[src/fetch_seq_pkg.sv]
`default_nettype none
package fetch_seq_pkg;

  // ---------------------------------------------------------------
  // timing
  // ---------------------------------------------------------------
  localparam int CLK_PERIOD_NS   = 25;
  localparam int MICROCYCLE_NS   = 175;
  localparam int MICROCYCLE_CLKS = MICROCYCLE_NS / CLK_PERIOD_NS;
  localparam int DIV_W           = 3;
  localparam logic [DIV_W-1:0] DIV_LAST = DIV_W'(MICROCYCLE_CLKS - 1);

  // ---------------------------------------------------------------
  // widths
  // ---------------------------------------------------------------
  localparam int INSTR_W     = 16;
  localparam int UADDR_W     = 16;
  localparam int UWORD_W     = 32;
  localparam int MAP_IDX_W   = 8;
  localparam int LUT_ADDR_W  = 11;
  localparam int PREFILL_W   = 3;
  localparam int JUMP_TGT_W  = 12;

  // ---------------------------------------------------------------
  // instruction fields (bit 0 of the word is the msb)
  // ---------------------------------------------------------------
  localparam int GROUP_HI        = 15;
  localparam int GROUP_LO        = 12;
  localparam int SPECIAL_OP_GROUP_HI       = 11;
  localparam int SPECIAL_OP_GROUP_LO       = 8;
  localparam int STACK_LEFT_HI   = 11;
  localparam int STACK_LEFT_LO   = 6;
  localparam int STACK_RIGHT_HI  = 5;
  localparam int STACK_RIGHT_LO  = 0;
  localparam int BRANCH_SIGN_BIT = 5;
  localparam int BRANCH_DISP_HI  = 4;
  localparam int SHIFT_CNT_HI    = 5;
  localparam int FIELD8_HI       = 7;
  localparam int KFIELD_HI       = 3;
  localparam int RESULT_BIT0     = 15;

  localparam logic [3:0] GROUP_STACK   = 4'h0;
  localparam logic [3:0] GROUP_ONE     = 4'h1;
  localparam logic [3:0] GROUP_TWO     = 4'h2;
  localparam logic [3:0] GROUP_SPECIAL = 4'h3;
  localparam logic [3:0] SPECIAL_OP_GROUP_ZERO   = 4'h0;

  // mapper index tags in index bits 7:6
  localparam logic [1:0] MAP_TAG_GROUP  = 2'h0;
  localparam logic [1:0] MAP_TAG_MEMREF = 2'h1;
  localparam logic [1:0] MAP_TAG_STACK  = 2'h2;

  localparam logic [PREFILL_W-1:0] PREFILL_STACK  = 3'h2;
  localparam logic [PREFILL_W-1:0] PREFILL_MEMREF = 3'h1;
  localparam logic [PREFILL_W-1:0] PREFILL_NONE   = 3'h0;

  // ---------------------------------------------------------------
  // carriers
  // ---------------------------------------------------------------
  typedef struct packed {
    logic [LUT_ADDR_W-1:0] start_addr;
    logic                  mode;
    logic [PREFILL_W-1:0]  prefill;
    logic                  zero_ctl;
    logic                  preadder_ctl_a;
    logic                  preadder_ctl_b;
    logic                  table_jump_bit;
  } lut_entry_type;

  typedef struct packed {
    logic next_skip;
    logic mcu_prefetch_opt;
    logic status_transfer_special;
    logic stack_right_op;
  } fetch_ctl_type;

  typedef struct packed {
    logic               powerfail_req;
    logic               interrupt_req;
    logic               jump_load_gate;
    logic               microaddr_store;
    logic               table_jump_op;
    logic               indirect_pending;
    logic               panel_load;
    logic               repeat_active;
    logic [UADDR_W-1:0] interrupt_vector;
    logic [UADDR_W-1:0] powerfail_vector;
    logic [UADDR_W-1:0] panel_addr;
  } micro_req_type;

  typedef enum logic [3:0] {
    SRC_POWERFAIL, SRC_INTERRUPT, SRC_JUMP, SRC_STORE, SRC_TABLE,
    SRC_START, SRC_PANEL, SRC_REPEAT, SRC_INCR
  } addr_src_type;

endpackage
`default_nettype wire

[src/microcode_fetch_sequencer.sv]
// Summary of operation
// - prefetch register captures memory word only on the fetch load pulse
// - current register loads from prefetch register when advance fires
// - advance also fires cycle after status transfer if result bit 0 set
// - unfilled pipeline routes prefetch register straight to decode mux
// - translation uses current register later, always for right stack op
// - decode mux picks prefetch or current register for the mapper
// - mapper forms 8-bit table index from instruction bits and controls
// - table entry gives start address and eight control bits
// - three prefill bits say how many stack registers must be valid
// - table bit 0 is mode bit, latched when new instruction begins
// - stack op group stores mode one, no pre-adder effect
// - group 1 branch: bit 10 is displacement sign, add or subtract
// - group 1 shift: pre-adder outputs 6-bit shift count
// - group 2: pre-adder input bits 8:15, mode selects function
// - special op 00: mode zero, output is 4-bit constant field
// - special ops 01 to 17 behave like group 2
// - memory reference groups map to shared address routine, mode one
// - table jump without indirection uses mode-modified table index
// - address mux picks one of 9 sources, address plus one offered
// - microaddress register loads ROM address plus one each microcycle
// - repeat holds microaddress register unchanged
// - register also loads jump target, vectors, result bus, panel
// - ROM word captured into stage one, then moved to stage two
//
// The implementer's own choices: the address map and the address-and-strobe port.
`default_nettype none
module microcode_fetch_sequencer (
  input  wire logic                                clk,
  input  wire logic                                reset,
  input  wire logic [fetch_seq_pkg::INSTR_W-1:0]   mem_word,
  input  wire fetch_seq_pkg::fetch_ctl_type        fetch_ctl,
  input  wire logic [fetch_seq_pkg::INSTR_W-1:0]   result_bus,
  input  wire fetch_seq_pkg::micro_req_type        micro_req,
  input  wire logic [fetch_seq_pkg::UWORD_W-1:0]   rom_data,
  output logic      [fetch_seq_pkg::UADDR_W-1:0]   rom_addr,
  output logic      [fetch_seq_pkg::UADDR_W-1:0]   microaddr,
  output logic      [fetch_seq_pkg::UWORD_W-1:0]   micro_stage_one,
  output logic      [fetch_seq_pkg::UWORD_W-1:0]   micro_stage_two,
  output logic      [fetch_seq_pkg::INSTR_W-1:0]   prefetch_instr,
  output logic      [fetch_seq_pkg::INSTR_W-1:0]   current_instr,
  output var fetch_seq_pkg::lut_entry_type         lut_ctl,
  output logic                                     table_mode,
  output logic      [fetch_seq_pkg::INSTR_W-1:0]   preadder_out,
  output var fetch_seq_pkg::addr_src_type          addr_src,
  output logic                                     pipe_filled,
  output logic                                     microcycle_tick
);
  import fetch_seq_pkg::*;

  // ---------------------------------------------------------------
  // state
  // ---------------------------------------------------------------
  typedef struct packed {
    logic [DIV_W-1:0]   div_count;
    logic               tick;
    logic [INSTR_W-1:0] prefetch_instr_reg;
    logic [INSTR_W-1:0] current_instr_reg;
    logic               pipe_filled;
    logic               status_xfer_pending;
    logic               table_mode_reg;
    logic [UADDR_W-1:0] microaddr_reg;
    logic [UADDR_W-1:0] rom_addr_reg;
    logic [UWORD_W-1:0] stage_one_reg;
    logic [UWORD_W-1:0] stage_two_reg;
    lut_entry_type      lut_reg;
    logic [INSTR_W-1:0] preadder_reg;
    addr_src_type       src_reg;
  } seq_state_type;

  seq_state_type st_reg;
  seq_state_type st_next;

  // ---------------------------------------------------------------
  // decode path signals
  // ---------------------------------------------------------------
  logic                 tick;
  logic                 fetch_load_pulse;
  logic                 instr_advance;
  logic                 decode_from_prefetch;
  logic [INSTR_W-1:0]   decode_source_mux;
  logic [3:0]           opcode_group;
  logic                 table_jump_taken;
  logic                 table_modify;
  logic [MAP_IDX_W-1:0] map_index;
  lut_entry_type        lut_entry;
  logic [INSTR_W-1:0]   preadder_sum;
  addr_src_type         src_sel;
  logic [UADDR_W-1:0]   microaddr_mux;
  logic [UADDR_W-1:0]   jump_target;

  // microcycle enable comes one clock ahead of its use so the
  // registered strobe lines up with the sequencing edge
  assign tick = (st_reg.div_count == DIV_LAST);

  // ---------------------------------------------------------------
  // instruction register controls
  // ---------------------------------------------------------------
  assign fetch_load_pulse = tick & (fetch_ctl.next_skip | fetch_ctl.mcu_prefetch_opt);

  assign instr_advance = tick & (fetch_ctl.next_skip
                               | (st_reg.status_xfer_pending
                                  & result_bus[RESULT_BIT0]));

  // in the advance cycle the current register is not loaded yet, so the
  // prefetched word feeds the mapper directly and one microcycle is saved
  always_comb begin
    if (fetch_ctl.stack_right_op) begin
      decode_from_prefetch = 1'b0;
    end else if (instr_advance || !st_reg.pipe_filled) begin
      decode_from_prefetch = 1'b1;
    end else begin
      decode_from_prefetch = 1'b0;
    end
  end

  assign decode_source_mux = decode_from_prefetch ? st_reg.prefetch_instr_reg
                                                  : st_reg.current_instr_reg;
  assign opcode_group = decode_source_mux[GROUP_HI:GROUP_LO];

  // ---------------------------------------------------------------
  // mapper
  // ---------------------------------------------------------------
  assign table_jump_taken = micro_req.table_jump_op & ~micro_req.indirect_pending;
  // without the latched mode bit the table jump would land on the
  // shared address routine again and loop forever
  assign table_modify = table_jump_taken & st_reg.table_mode_reg;

  always_comb begin
    if (opcode_group == GROUP_STACK) begin
      map_index = fetch_ctl.stack_right_op
                ? {MAP_TAG_STACK, decode_source_mux[STACK_RIGHT_HI:STACK_RIGHT_LO]}
                : {MAP_TAG_STACK, decode_source_mux[STACK_LEFT_HI:STACK_LEFT_LO]};
    end else if (opcode_group <= GROUP_SPECIAL) begin
      map_index = {MAP_TAG_GROUP, opcode_group[1:0],
                   decode_source_mux[SPECIAL_OP_GROUP_HI:SPECIAL_OP_GROUP_LO]};
    end else begin
      map_index = {MAP_TAG_MEMREF, table_modify, 1'b0, opcode_group};
    end
  end

  instr_lookup_table u_lut (
    .index (map_index),
    .entry (lut_entry)
  );

  instr_preadder u_preadder (
    .instr (st_reg.current_instr_reg),
    .mode  (st_reg.table_mode_reg),
    .sum   (preadder_sum)
  );

  // ---------------------------------------------------------------
  // microaddress source selection
  // ---------------------------------------------------------------
  // fast jumps from stage one are left to the skip logic outside
  assign jump_target = {4'h0, st_reg.stage_two_reg[JUMP_TGT_W-1:0]};

  always_comb begin
    if (micro_req.powerfail_req) begin
      src_sel = SRC_POWERFAIL;
    end else if (micro_req.interrupt_req) begin
      src_sel = SRC_INTERRUPT;
    end else if (micro_req.jump_load_gate) begin
      src_sel = SRC_JUMP;
    end else if (micro_req.microaddr_store) begin
      src_sel = SRC_STORE;
    end else if (table_jump_taken) begin
      src_sel = SRC_TABLE;
    end else if (instr_advance) begin
      src_sel = SRC_START;
    end else if (micro_req.panel_load) begin
      src_sel = SRC_PANEL;
    end else if (micro_req.repeat_active) begin
      src_sel = SRC_REPEAT;
    end else begin
      src_sel = SRC_INCR;
    end
  end

  always_comb begin
    case (src_sel)
      SRC_POWERFAIL: microaddr_mux = micro_req.powerfail_vector;
      SRC_INTERRUPT: microaddr_mux = micro_req.interrupt_vector;
      SRC_JUMP:      microaddr_mux = jump_target;
      SRC_STORE:     microaddr_mux = result_bus;
      SRC_TABLE:     microaddr_mux = {5'h00, lut_entry.start_addr};
      SRC_START:     microaddr_mux = {5'h00, lut_entry.start_addr};
      SRC_PANEL:     microaddr_mux = micro_req.panel_addr;
      SRC_REPEAT:    microaddr_mux = st_reg.rom_addr_reg;
      SRC_INCR:      microaddr_mux = st_reg.microaddr_reg;
      default:       microaddr_mux = st_reg.microaddr_reg;
    endcase
  end

  // ---------------------------------------------------------------
  // next state
  // ---------------------------------------------------------------
  always_comb begin
    st_next      = st_reg;
    st_next.tick = tick;
    if (tick) begin
      st_next.div_count = '0;
    end else begin
      st_next.div_count = st_reg.div_count + 3'h1;
    end

    if (tick) begin
      if (fetch_load_pulse) begin
        st_next.prefetch_instr_reg = mem_word;
      end
      if (instr_advance) begin
        st_next.current_instr_reg = st_reg.prefetch_instr_reg;
        st_next.pipe_filled       = 1'b1;
        st_next.table_mode_reg    = lut_entry.mode;
      end
      // the status transfer only arms the advance for one microcycle
      st_next.status_xfer_pending = fetch_ctl.status_transfer_special;

      st_next.rom_addr_reg = microaddr_mux;
      if (src_sel != SRC_REPEAT) begin
        st_next.microaddr_reg = microaddr_mux + 16'h0001;
      end
      st_next.stage_one_reg = rom_data;
      st_next.stage_two_reg = st_reg.stage_one_reg;
      st_next.lut_reg       = lut_entry;
      st_next.preadder_reg  = preadder_sum;
      st_next.src_reg       = src_sel;
    end
  end

  // ---------------------------------------------------------------
  // registers
  // ---------------------------------------------------------------
  always_ff @(posedge clk) begin
    if (reset) begin
      st_reg <= '{
        div_count:           '0,
        tick:                1'b0,
        prefetch_instr_reg:  '0,
        current_instr_reg:   '0,
        pipe_filled:         1'b0,
        status_xfer_pending: 1'b0,
        table_mode_reg:      1'b0,
        microaddr_reg:       '0,
        rom_addr_reg:        '0,
        stage_one_reg:       '0,
        stage_two_reg:       '0,
        lut_reg:             '0,
        preadder_reg:        '0,
        src_reg:             SRC_INCR
      };
    end else begin
      st_reg <= st_next;
    end
  end

  // ---------------------------------------------------------------
  // outputs
  // ---------------------------------------------------------------
  assign rom_addr        = st_reg.rom_addr_reg;
  assign microaddr       = st_reg.microaddr_reg;
  assign micro_stage_one = st_reg.stage_one_reg;
  assign micro_stage_two = st_reg.stage_two_reg;
  assign prefetch_instr  = st_reg.prefetch_instr_reg;
  assign current_instr   = st_reg.current_instr_reg;
  assign lut_ctl         = st_reg.lut_reg;
  assign table_mode      = st_reg.table_mode_reg;
  assign preadder_out    = st_reg.preadder_reg;
  assign addr_src        = st_reg.src_reg;
  assign pipe_filled     = st_reg.pipe_filled;
  assign microcycle_tick = st_reg.tick;

endmodule // microcode_fetch_sequencer
`default_nettype wire

[src/instr_lookup_table.sv]
`default_nettype none
module instr_lookup_table (
  input  wire logic [fetch_seq_pkg::MAP_IDX_W-1:0] index,
  output var fetch_seq_pkg::lut_entry_type         entry
);
  import fetch_seq_pkg::*;

  logic [1:0] tag;
  logic [1:0] sub_group;
  logic [3:0] sub_field;

  always_comb begin
    tag       = index[7:6];
    sub_group = index[5:4];
    sub_field = index[3:0];
    entry                = '0;
    entry.start_addr     = {index, 3'h0};
    entry.preadder_ctl_a = (tag == MAP_TAG_MEMREF);
    entry.preadder_ctl_b = (tag == MAP_TAG_STACK);
    entry.prefill        = PREFILL_NONE;
    case (tag)
      MAP_TAG_STACK: begin
        entry.mode    = 1'b1;
        entry.prefill = PREFILL_STACK;
      end
      MAP_TAG_MEMREF: begin
        entry.mode           = 1'b1;
        entry.prefill        = PREFILL_MEMREF;
        entry.table_jump_bit = ~index[5];
      end
      default: begin
        case (sub_group)
          GROUP_ONE[1:0]:     entry.mode = ~sub_field[3];
          GROUP_TWO[1:0]:     entry.mode = sub_field[0];
          GROUP_SPECIAL[1:0]: entry.mode = (sub_field == SPECIAL_OP_GROUP_ZERO) ? 1'b0 : sub_field[0];
          default:            entry.mode = 1'b1;
        endcase
        entry.zero_ctl = (sub_group == GROUP_SPECIAL[1:0]) && (sub_field == SPECIAL_OP_GROUP_ZERO);
      end
    endcase
  end

endmodule // instr_lookup_table
`default_nettype wire

[src/instr_preadder.sv]
`default_nettype none
module instr_preadder (
  input  wire logic [fetch_seq_pkg::INSTR_W-1:0] instr,
  input  wire logic                              mode,
  output logic      [fetch_seq_pkg::INSTR_W-1:0] sum
);
  import fetch_seq_pkg::*;

  logic [3:0]         group;
  logic [INSTR_W-1:0] field;

  always_comb begin
    group = instr[GROUP_HI:GROUP_LO];
    field = '0;
    sum   = '0;
    case (group)
      GROUP_STACK: sum = '0;
      GROUP_ONE: begin
        if (mode) begin
          field = {11'h000, instr[BRANCH_DISP_HI:0]};
          sum   = instr[BRANCH_SIGN_BIT] ? (16'h0000 - field) : field;
        end else begin
          sum = {10'h000, instr[SHIFT_CNT_HI:0]};
        end
      end
      GROUP_TWO: begin
        // no index operand: second input is zero
        field = {8'h00, instr[FIELD8_HI:0]};
        sum   = mode ? field : (16'h0000 - field);
      end
      GROUP_SPECIAL: begin
        if (instr[SPECIAL_OP_GROUP_HI:SPECIAL_OP_GROUP_LO] == SPECIAL_OP_GROUP_ZERO) begin
          sum = {12'h000, instr[KFIELD_HI:0]};
        end else begin
          field = {8'h00, instr[FIELD8_HI:0]};
          sum   = mode ? field : (16'h0000 - field);
        end
      end
      default: sum = {8'h00, instr[FIELD8_HI:0]};
    endcase
  end

endmodule // instr_preadder
`default_nettype wire

[config.mk]
export PLATFORM = sky130hd
export DESIGN_NAME = microcode_fetch_sequencer
export DESIGN_NICKNAME = d
export VERILOG_FILES = /design/src/fetch_seq_pkg.sv /design/src/microcode_fetch_sequencer.sv /design/src/instr_lookup_table.sv /design/src/instr_preadder.sv
export SDC_FILE = /design/constraint.sdc
export NUM_CORES = 1
export LEC_CHECK = 0
export BUFFER_PORTS_ARGS = -buffer_cell sky130_fd_sc_hd__buf_2
export CAP_MARGIN = 20
export CORE_UTILIZATION = 40
export DETAILED_ROUTE_END_ITERATION = 8
export HOLD_SLACK_MARGIN = 0.03
export PLACE_DENSITY = 0.65
export SYNTH_ARGS = -nofsm -noshare
export SYNTH_HDL_FRONTEND = slang
export SYNTH_HIERARCHICAL = 1
export SYNTH_SLANG_ARGS = --single-unit
[constraint.sdc]
create_clock -name clk -period 6.5 [get_ports clk]
set_clock_uncertainty 0.15 [all_clocks]
set_input_delay 0.325 -clock clk [delete_from_list [all_inputs] [get_ports clk]]
set_output_delay 0.325 -clock clk [all_outputs]
set_load 0.005 [all_outputs]
==> impl_summary.log, run 1 <==
INFO  metric groute.usage.overall = 0.239
INFO  metric setup-violations-final = 0
INFO  metric clock_latency = 430 ps
INFO  metric synth_enable_flop_cells = 0
INFO  metric crit_path_max_incr_delay = 860 ps
INFO  metric rsz0062_at_grt = no
INFO  metric synthDominantCellAreaShare = 0.383
INFO  metric fraction_of_registers_with_async_set_reset = 0
INFO  metric reg2reg_from = st_reg[171]
INFO  metric netlist_top_cells_area = sky130_fd_sc_hd__dfxtp_1, sky130_fd_sc_hd__buf_4, sky130_fd_sc_hd__a22o_1, sky130_fd_sc_hd__nand2_1, sky130_fd_sc_hd__a21oi_1
INFO  metric initial_utilization = 0.413
INFO  metric routed_vias = 7,949
INFO  metric path_max_fanout = 21
INFO  metric slew_headroom = 0.293
INFO  metric failed_checks = DRC
INFO  metric final_antenna_net_count = 0
INFO  metric hpwlAfterDp = 20,600 um
INFO  metric fillerInstances = 2,093
INFO  metric worst_setup_path_end_kind = flop
INFO  metric required = 6690 ps
INFO  metric die-area = 0.0233 mm2
INFO  metric final-hold-violation-count = 0
INFO  metric layoutNonFillerInstCount = 1,453
INFO  metric netlist_area = 0.00909 mm2
INFO  metric critPathLaunchType = flop
INFO  metric final_nets = 1,292
INFO  metric h-tree-depth = 4
INFO  metric post_cts.resized_instances = 0
INFO  metric detailedRoute.firstPassIterationCount = 8
INFO  metric final_period_minus_worst_setup_slack = 5210 ps
INFO  metric arrival = 5400 ps
INFO  metric tritoncts_num_sinks = 174
INFO  metric ys_ff_latch = 174
INFO  metric post_cts_hold_buffer_count = 49
INFO  metric hold-path-endpoint = prefetch_instr[0]
INFO  metric hold_start = fetch_ctl[2]
INFO  metric netlist_instances = 1,031
INFO  metric worst_pin_slew = 1060 ps
INFO  metric placement.io_buffers = 295
INFO  metric synthDistinctLibCells = 80
INFO  metric dominantRegCellSynth = sky130_fd_sc_hd__dfxtp_1
INFO  metric pwr_density_cell = 220 mW/mm2
INFO  metric vias_per_cell = 5.47
INFO  metric globalRouteOverflowTotal = 0
INFO  metric fp.coreArea = 0.0220 mm2
INFO  metric min-delay-path-class = in -> reg
INFO  metric place_congestion = 0.932
INFO  metric holdPathStages = 4
INFO  metric clkSlewWorstSetupHoldPaths = 70 ps
INFO  metric cp_cell_sequence = inv_1 > ha_1 > and2_1 > nand2_1 > buf_4 > a21oi_1 > nor3_1 > a21oi_1 > nor2_1 > o21ai_0 > and3_1 > o41ai_1 > nor4_2 > nand3_1 > xnor2_1 > a211oi_1
INFO  metric number_of_cell_instances_on_the_worst_register_to_register_path = 16
INFO  metric setup_slack = 1290 ps
INFO  metric floorplan.die.height = 153 um
INFO  metric yosys-top-cells-count = sky130_fd_sc_hd__buf_4, sky130_fd_sc_hd__dfxtp_1, sky130_fd_sc_hd__nand2_1
INFO  metric critical_path_class = reg -> reg
INFO  metric syn_avg_cell_area = 8.82 um2
INFO  metric grt_start_max_net_pins = 85
INFO  metric max_clock_freq = 0.192 GHz
INFO  metric max_cap_viol_count = 0
INFO  metric totalNegativeSetupSlack = 0 ps
INFO  metric finalMaxSlewViolations = 0
INFO  metric yosysSeqAreaShare = 0.383
INFO  metric timing.critical_path.slowest_stage_cell = sky130_fd_sc_hd__a21oi_1
INFO  metric worst_r2r_endpoint = microaddr[12]
INFO  metric cell_rows = 54
INFO  metric max-vdd-ir-drop = 123 uV
INFO  metric power.leakage = 4.66 nW
INFO  metric yosysWarnings = 6
INFO  metric syn_to_final_growth = 14.5%
INFO  metric layout_worst_path_cycle_share = 0.802
INFO  metric routed_wire_length_per_instance = 19.6 um
INFO  metric crit_top_cell = sky130_fd_sc_hd__a21oi_1
INFO  metric cts_buffer_depth = 2
INFO  metric first_global_vias = 7,321
INFO  metric clock_tree_from_tritoncts = built
INFO  metric synth_largest_area_cell = sky130_fd_sc_hd__dfxtp_1
INFO  metric placed_cells = 1,370
INFO  metric die_width = 153 um
INFO  metric number_of_antenna_violations_at_the_first_check_in_global_routing = 1
INFO  metric routed_wl = 28,400 um
INFO  metric grt_pass1_wl = 43,300 um
INFO  metric dp_slack = 1360 ps
INFO  metric clk_root_buffer_cell = sky130_fd_sc_hd__clkbuf_16
INFO  metric layout-drive-gt1-share = 0.311
INFO  metric status = finished with violations
INFO  metric worst-r2r-setup-slack = 1290 ps
INFO  metric postCtsSetupBuffers = 0
INFO  metric drt_drc_violations_left = 26
INFO  metric cts_made_buffers = 17
INFO  metric top_level_ports = 296
INFO  metric post-synth-top-count-cell = sky130_fd_sc_hd__buf_4
INFO  metric detailedRoute.firstIterationViolations = 881
stage by stage:
stage | hold WS (ps) | area, um2 | total power [W] | util
finish | 125 | 10400 | 0.00229 | 0.473
floorplan | 267 | 9110 | 0.00122 | -
CTS | 203 | 10400 | 0.00231 | 0.472
detailed placement | 291 | 9350 | 0.00129 | 0.425
global route | 147 | 10400 | 0.00237 | 0.473
global placement | 286 | 9350 | 0.00129 | 0.425
critical path, delay by kind of cell, from the launching register on:
family          cells  cell delay, ps
simple gates        7            1780
xor+xnor            1             170
buf+inv             2             270
compound gates      5            2260
flops               1             330
fa+ha+maj           1             140
how the worst max path moves through the flow:
stage / startpoint / end / slack, ps
floorplan: st_reg[171] / microaddr[10] / 2150
global placement: st_reg[171] / microaddr[12] / 1540
detailed placement: st_reg[171] / microaddr[13] / 1360
CTS: st_reg[171] / microaddr[13] / 1330
global route: st_reg[171] / microaddr[13] / 720
finish: st_reg[171] / microaddr[12] / 1290
routing by layer:
layer / part of all wire / global-route usage / wire length, um / vias to the layer above
li1: - / - / - / 3788
met1: 0.45 / 0.317 / 12800 / 3750
met2: 0.44 / 0.368 / 12600 / 371
met3: 0.081 / 0.0631 / 2310 / 40
met4: 0.025 / 0.0904 / 724 / 0
met5: 0 / 0 / 0 / -
report_power, final:
group | leakage, nW | internal [W] | switching (W)
clock network | 0.270 | 0.000539 | 0.000462
registers | 1.40 | 0.00107 | 0.00000652
logic | 2.99 | 0.0000918 | 0.000121
total | 4.66 | 0.00170 | 0.000590
final cells by class:
class / instances / area (um2) / share of cell area
multi-input combinational: 595 / 3910 / 0.376
antenna: 1 / 2.50 / 0.000240
inverter: 18 / 68.8 / 0.00661
clock inverter: 12 / 125 / 0.0120
tap: 280 / 350 / 0.0336
clock buffer: 20 / 437 / 0.0419
timing repair buffer: 353 / 2030 / 0.195
sequential: 174 / 3480 / 0.334
cells in the final DEF (no fill, tap or decap), types with 6 or more instances in the layout:
master                          netlist  routed
sky130_fd_sc_hd__buf_2                3     295
sky130_fd_sc_hd__dfxtp_1            174     174
sky130_fd_sc_hd__nand2_1            116     116
sky130_fd_sc_hd__a22o_1             103     103
sky130_fd_sc_hd__a21oi_1             59      58
sky130_fd_sc_hd__nor2_1              52      51
sky130_fd_sc_hd__dlygate4sd3_1        0      49
sky130_fd_sc_hd__o21ai_0             33      33
sky130_fd_sc_hd__nand3_1             19      19
sky130_fd_sc_hd__inv_1               17      17
sky130_fd_sc_hd__clkbuf_16            0      17
sky130_fd_sc_hd__mux2i_1             12      12
sky130_fd_sc_hd__a32oi_1             11      11
sky130_fd_sc_hd__a211oi_1            11      11
sky130_fd_sc_hd__nor2b_1             10      10
sky130_fd_sc_hd__buf_4              188       9
sky130_fd_sc_hd__nor3_1               8       8
sky130_fd_sc_hd__a222oi_1             8       8
sky130_fd_sc_hd__xnor2_1              7       7
sky130_fd_sc_hd__ha_1                 7       7
sky130_fd_sc_hd__nand2b_1             6       6
sky130_fd_sc_hd__o2111ai_1            6       6
sky130_fd_sc_hd__and3_1               6       6
kinds of logic (layout without fill, tap and decap cells):
logic type	Yosys count	after routing	synth area share
buf+inv	265	403	0.189
compound gates	308	308	0.258
other cells	1	5	0.000412
fa+ha+maj	7	7	0.00963
xor+xnor	11	11	0.0106
flops	174	174	0.383
simple gates	248	248	0.130
mux	17	17	0.0194
No activity file was read; power rests on OpenSTA's default activity.
==> inputs of run 2 (changes only) <==
Clock period 6.5 ns to 5.3 ns, I/O delays scaled along.
==> run 2 against run 1 <==
The run still ends with DRC left. Setup slack lost 510 ps. Sequential cell count is the same. Global-route usage grew 0.29 points. Critical path type unchanged. Critical endpoint is now microaddr[14].
==> impl_summary.log, run 2 (synthesis results as in run 1) <==
INFO  metric grt_pass1_wl = 44,100 um (+1.7%)
INFO  metric layout.cells.most_common_list = sky130_fd_sc_hd__buf_2, sky130_fd_sc_hd__dfxtp_1, sky130_fd_sc_hd__nand2_1
INFO  metric layoutNonFillerInstCount = 1,455 (+0.14%)
INFO  metric place_congestion = 0.909 (-2.4%)
INFO  metric detailedRoute.firstIterationViolations = 862 (-2.2%)
INFO  metric first_global_vias = 7,388 (+0.92%)
INFO  metric final-hold-violation-count = 0 (unchanged)
INFO  metric routed_vias = 8,025 (+0.96%)
INFO  metric max_clock_freq = 0.221 GHz (+15%)
INFO  metric clock_latency = 430 ps (about the same)
INFO  metric globalRouteOverflowTotal = 0 (unchanged)
INFO  metric placed_cells = 1,374 (+0.29%)
INFO  metric top_level_ports = 296 (unchanged)
INFO  metric min-delay-path-class = in -> reg
INFO  metric max-vdd-ir-drop = 178 uV (+45%)
INFO  metric dp_slack = 901 ps (-460 ps)
INFO  metric final_period_minus_worst_setup_slack = 4530 ps (-686 ps)
INFO  metric fillerInstances = 2,104 (+0.53%)
INFO  metric die-area = 0.0233 mm2 (unchanged)
INFO  metric layout_worst_path_cycle_share = 0.854 (+0.0521)
INFO  metric syn_to_final_growth = 15.2%
INFO  metric routed_wire_length_per_instance = 19.8 um (+1.2%)
INFO  metric multiInputGateArea = 0.00391 mm2 (unchanged)
INFO  metric h-tree-depth = 4 (unchanged)
INFO  metric setup_slack = 775 ps (-514 ps)
INFO  metric failed_checks = DRC
INFO  metric cts_buffer_depth = 2 (unchanged)
INFO  metric p_comb_frac = 0.091 (-0.002)
INFO  metric critPathLaunchType = flop
INFO  metric status = finished with violations
INFO  metric worst_setup_path_end_kind = flop
INFO  metric detailedRoute.firstPassIterationCount = 9 (+1)
INFO  metric max_cap_viol_count = 0 (unchanged)
INFO  metric finalMaxSlewViolations = 0 (unchanged)
INFO  metric post_cts.resized_instances = 0 (unchanged)
INFO  metric holdPathStages = 4 (unchanged)
INFO  metric drt_drc_violations_left = 25 (-3.8%)
INFO  metric post_cts_hold_buffer_count = 49 (unchanged)
INFO  metric pwr-share-clk = 0.449 (+0.013)
INFO  metric p_sw_frac = 0.250 (-0.00673)
INFO  metric final_antenna_net_count = 0 (unchanged)
INFO  metric number_of_antenna_violations_at_the_first_check_in_global_routing = 2 (+1)
INFO  metric seq_area = 0.00348 mm2 (unchanged)
INFO  metric vias_per_cell = 5.52 (+0.82%)
INFO  metric power.leakage = 4.70 nW (+0.73%)
INFO  metric critical_path_class = reg -> reg
INFO  metric floorplan.die.height = 153 um (unchanged)
INFO  metric postCtsSetupBuffers = 0 (unchanged)
INFO  metric pwr_density_cell = 275 mW/mm2 (+25%)
INFO  metric clk_root_buffer_cell = sky130_fd_sc_hd__clkbuf_16
INFO  metric totalNegativeSetupSlack = 0 ps (unchanged)
INFO  metric setup-violations-final = 0 (unchanged)
INFO  metric placement.io_buffers = 295 (unchanged)
INFO  metric routed_wl = 28,800 um (+1.3%)
INFO  metric p_int = 0.00216 W (+27%)
INFO  metric cell_rows = 54 (unchanged)
INFO  metric tritoncts_num_sinks = 174 (unchanged)
INFO  metric die_width = 153 um (unchanged)
INFO  metric worst_hold_slack = 67.6 ps (-57.3 ps)
INFO  metric p_switching = 0.000722 W (+22%)
INFO  metric clkSlewWorstSetupHoldPaths = 70 ps (about the same)
INFO  metric grt_start_max_net_pins = 59 (-31%)
INFO  metric fp.coreArea = 0.0220 mm2 (unchanged)
INFO  metric required = 5480 ps (-1210 ps)
INFO  metric slew_headroom = 0.327 (+0.0334)
INFO  metric rsz0062_at_grt = no
INFO  metric clock_tree_from_tritoncts = built
INFO  metric number_of_cell_instances_on_the_worst_register_to_register_path = 16 (unchanged)
INFO  metric worst_pin_slew = 1000 ps (-60.6 ps)
INFO  metric arrival = 4710 ps (-690 ps)
INFO  metric groute.usage.overall = 0.241 (+0.00295)
INFO  metric path_max_fanout = 12 (-43%)
INFO  metric hpwlAfterDp = 20,900 um (+1.3%)
INFO  metric initial_utilization = 0.413 (unchanged)
INFO  metric share_seq_of_total_power = 0.459 (-0.012)
INFO  metric layout.cells.most_common = sky130_fd_sc_hd__buf_2
INFO  metric layout-drive-gt1-share = 0.315 (+0.00373)
INFO  metric cts_made_buffers = 17 (unchanged)
INFO  metric final_nets = 1,295 (+0.23%)
run 2: worst max-delay path, cell delays in order (launching register included):
cell and delay [ps]:
sky130_fd_sc_hd__dfxtp_1 330, sky130_fd_sc_hd__inv_1 60, sky130_fd_sc_hd__ha_1 150, sky130_fd_sc_hd__and2_1 250, sky130_fd_sc_hd__nand2_1 110, sky130_fd_sc_hd__a21oi_1 150, sky130_fd_sc_hd__buf_4 220, sky130_fd_sc_hd__nor3_1 60
sky130_fd_sc_hd__a21oi_1 680, sky130_fd_sc_hd__nor2_1 310, sky130_fd_sc_hd__o21ai_0 420, sky130_fd_sc_hd__and3_1 270, sky130_fd_sc_hd__o41ai_1 140, sky130_fd_sc_hd__nor4_2 590, sky130_fd_sc_hd__nand3_1 170, sky130_fd_sc_hd__xnor2_1 170
sky130_fd_sc_hd__a211oi_1 220
run 2: cell type report:
class                   count  area share
flip-flops and latches    174       0.333
repair buffers            356       0.196
inverters                  18     0.00657
clock buffers              19      0.0432
well taps                 280      0.0334
diodes                      1    0.000239
clock inverters            12      0.0141
multi-input cells         595       0.374
run 2: final timing paths:
check,from,end,slack (ps)
setup / recovery,st_reg[171],microaddr[14],770
hold / removal,fetch_ctl[2],prefetch_instr[0],70
setup reg to reg,st_reg[171],microaddr[14],770
hold reg to reg,addr_src[0],addr_src[0],300
run 2: power groups by stage:
stage / Clock, W / Sequential [W] / Combinational, W
finish: 0.00130 / 0.00132 / 0.000263
global route: 0.00138 / 0.00132 / 0.000284
CTS: 0.00132 / 0.00132 / 0.000258
detailed placement: 0 / 0.00135 / 0.000228
global placement: 0 / 0.00135 / 0.000227
floorplan: 0 / 0.00135 / 0.000146
run 2: routing by layer:
| layer | global-route usage | share of wire |
|---|---|---|
| met1 | 0.316 | 0.44 |
| met2 | 0.393 | 0.47 |
| met3 | 0.0586 | 0.082 |
| met4 | 0.0717 | 0.014 |
| met5 | 0 | 0.00056 |
run 2: metrics by stage:
| step | cell area, um2 | utilization | power (W) |
|---|---|---|---|
| global route | 10500 | 0.476 | 0.00299 |
| floorplan | 9110 | - | 0.00150 |
| CTS | 10500 | 0.475 | 0.00290 |
| global placement | 9370 | 0.426 | 0.00158 |
| detailed placement | 9380 | 0.426 | 0.00158 |
| finish | 10500 | 0.476 | 0.00288 |
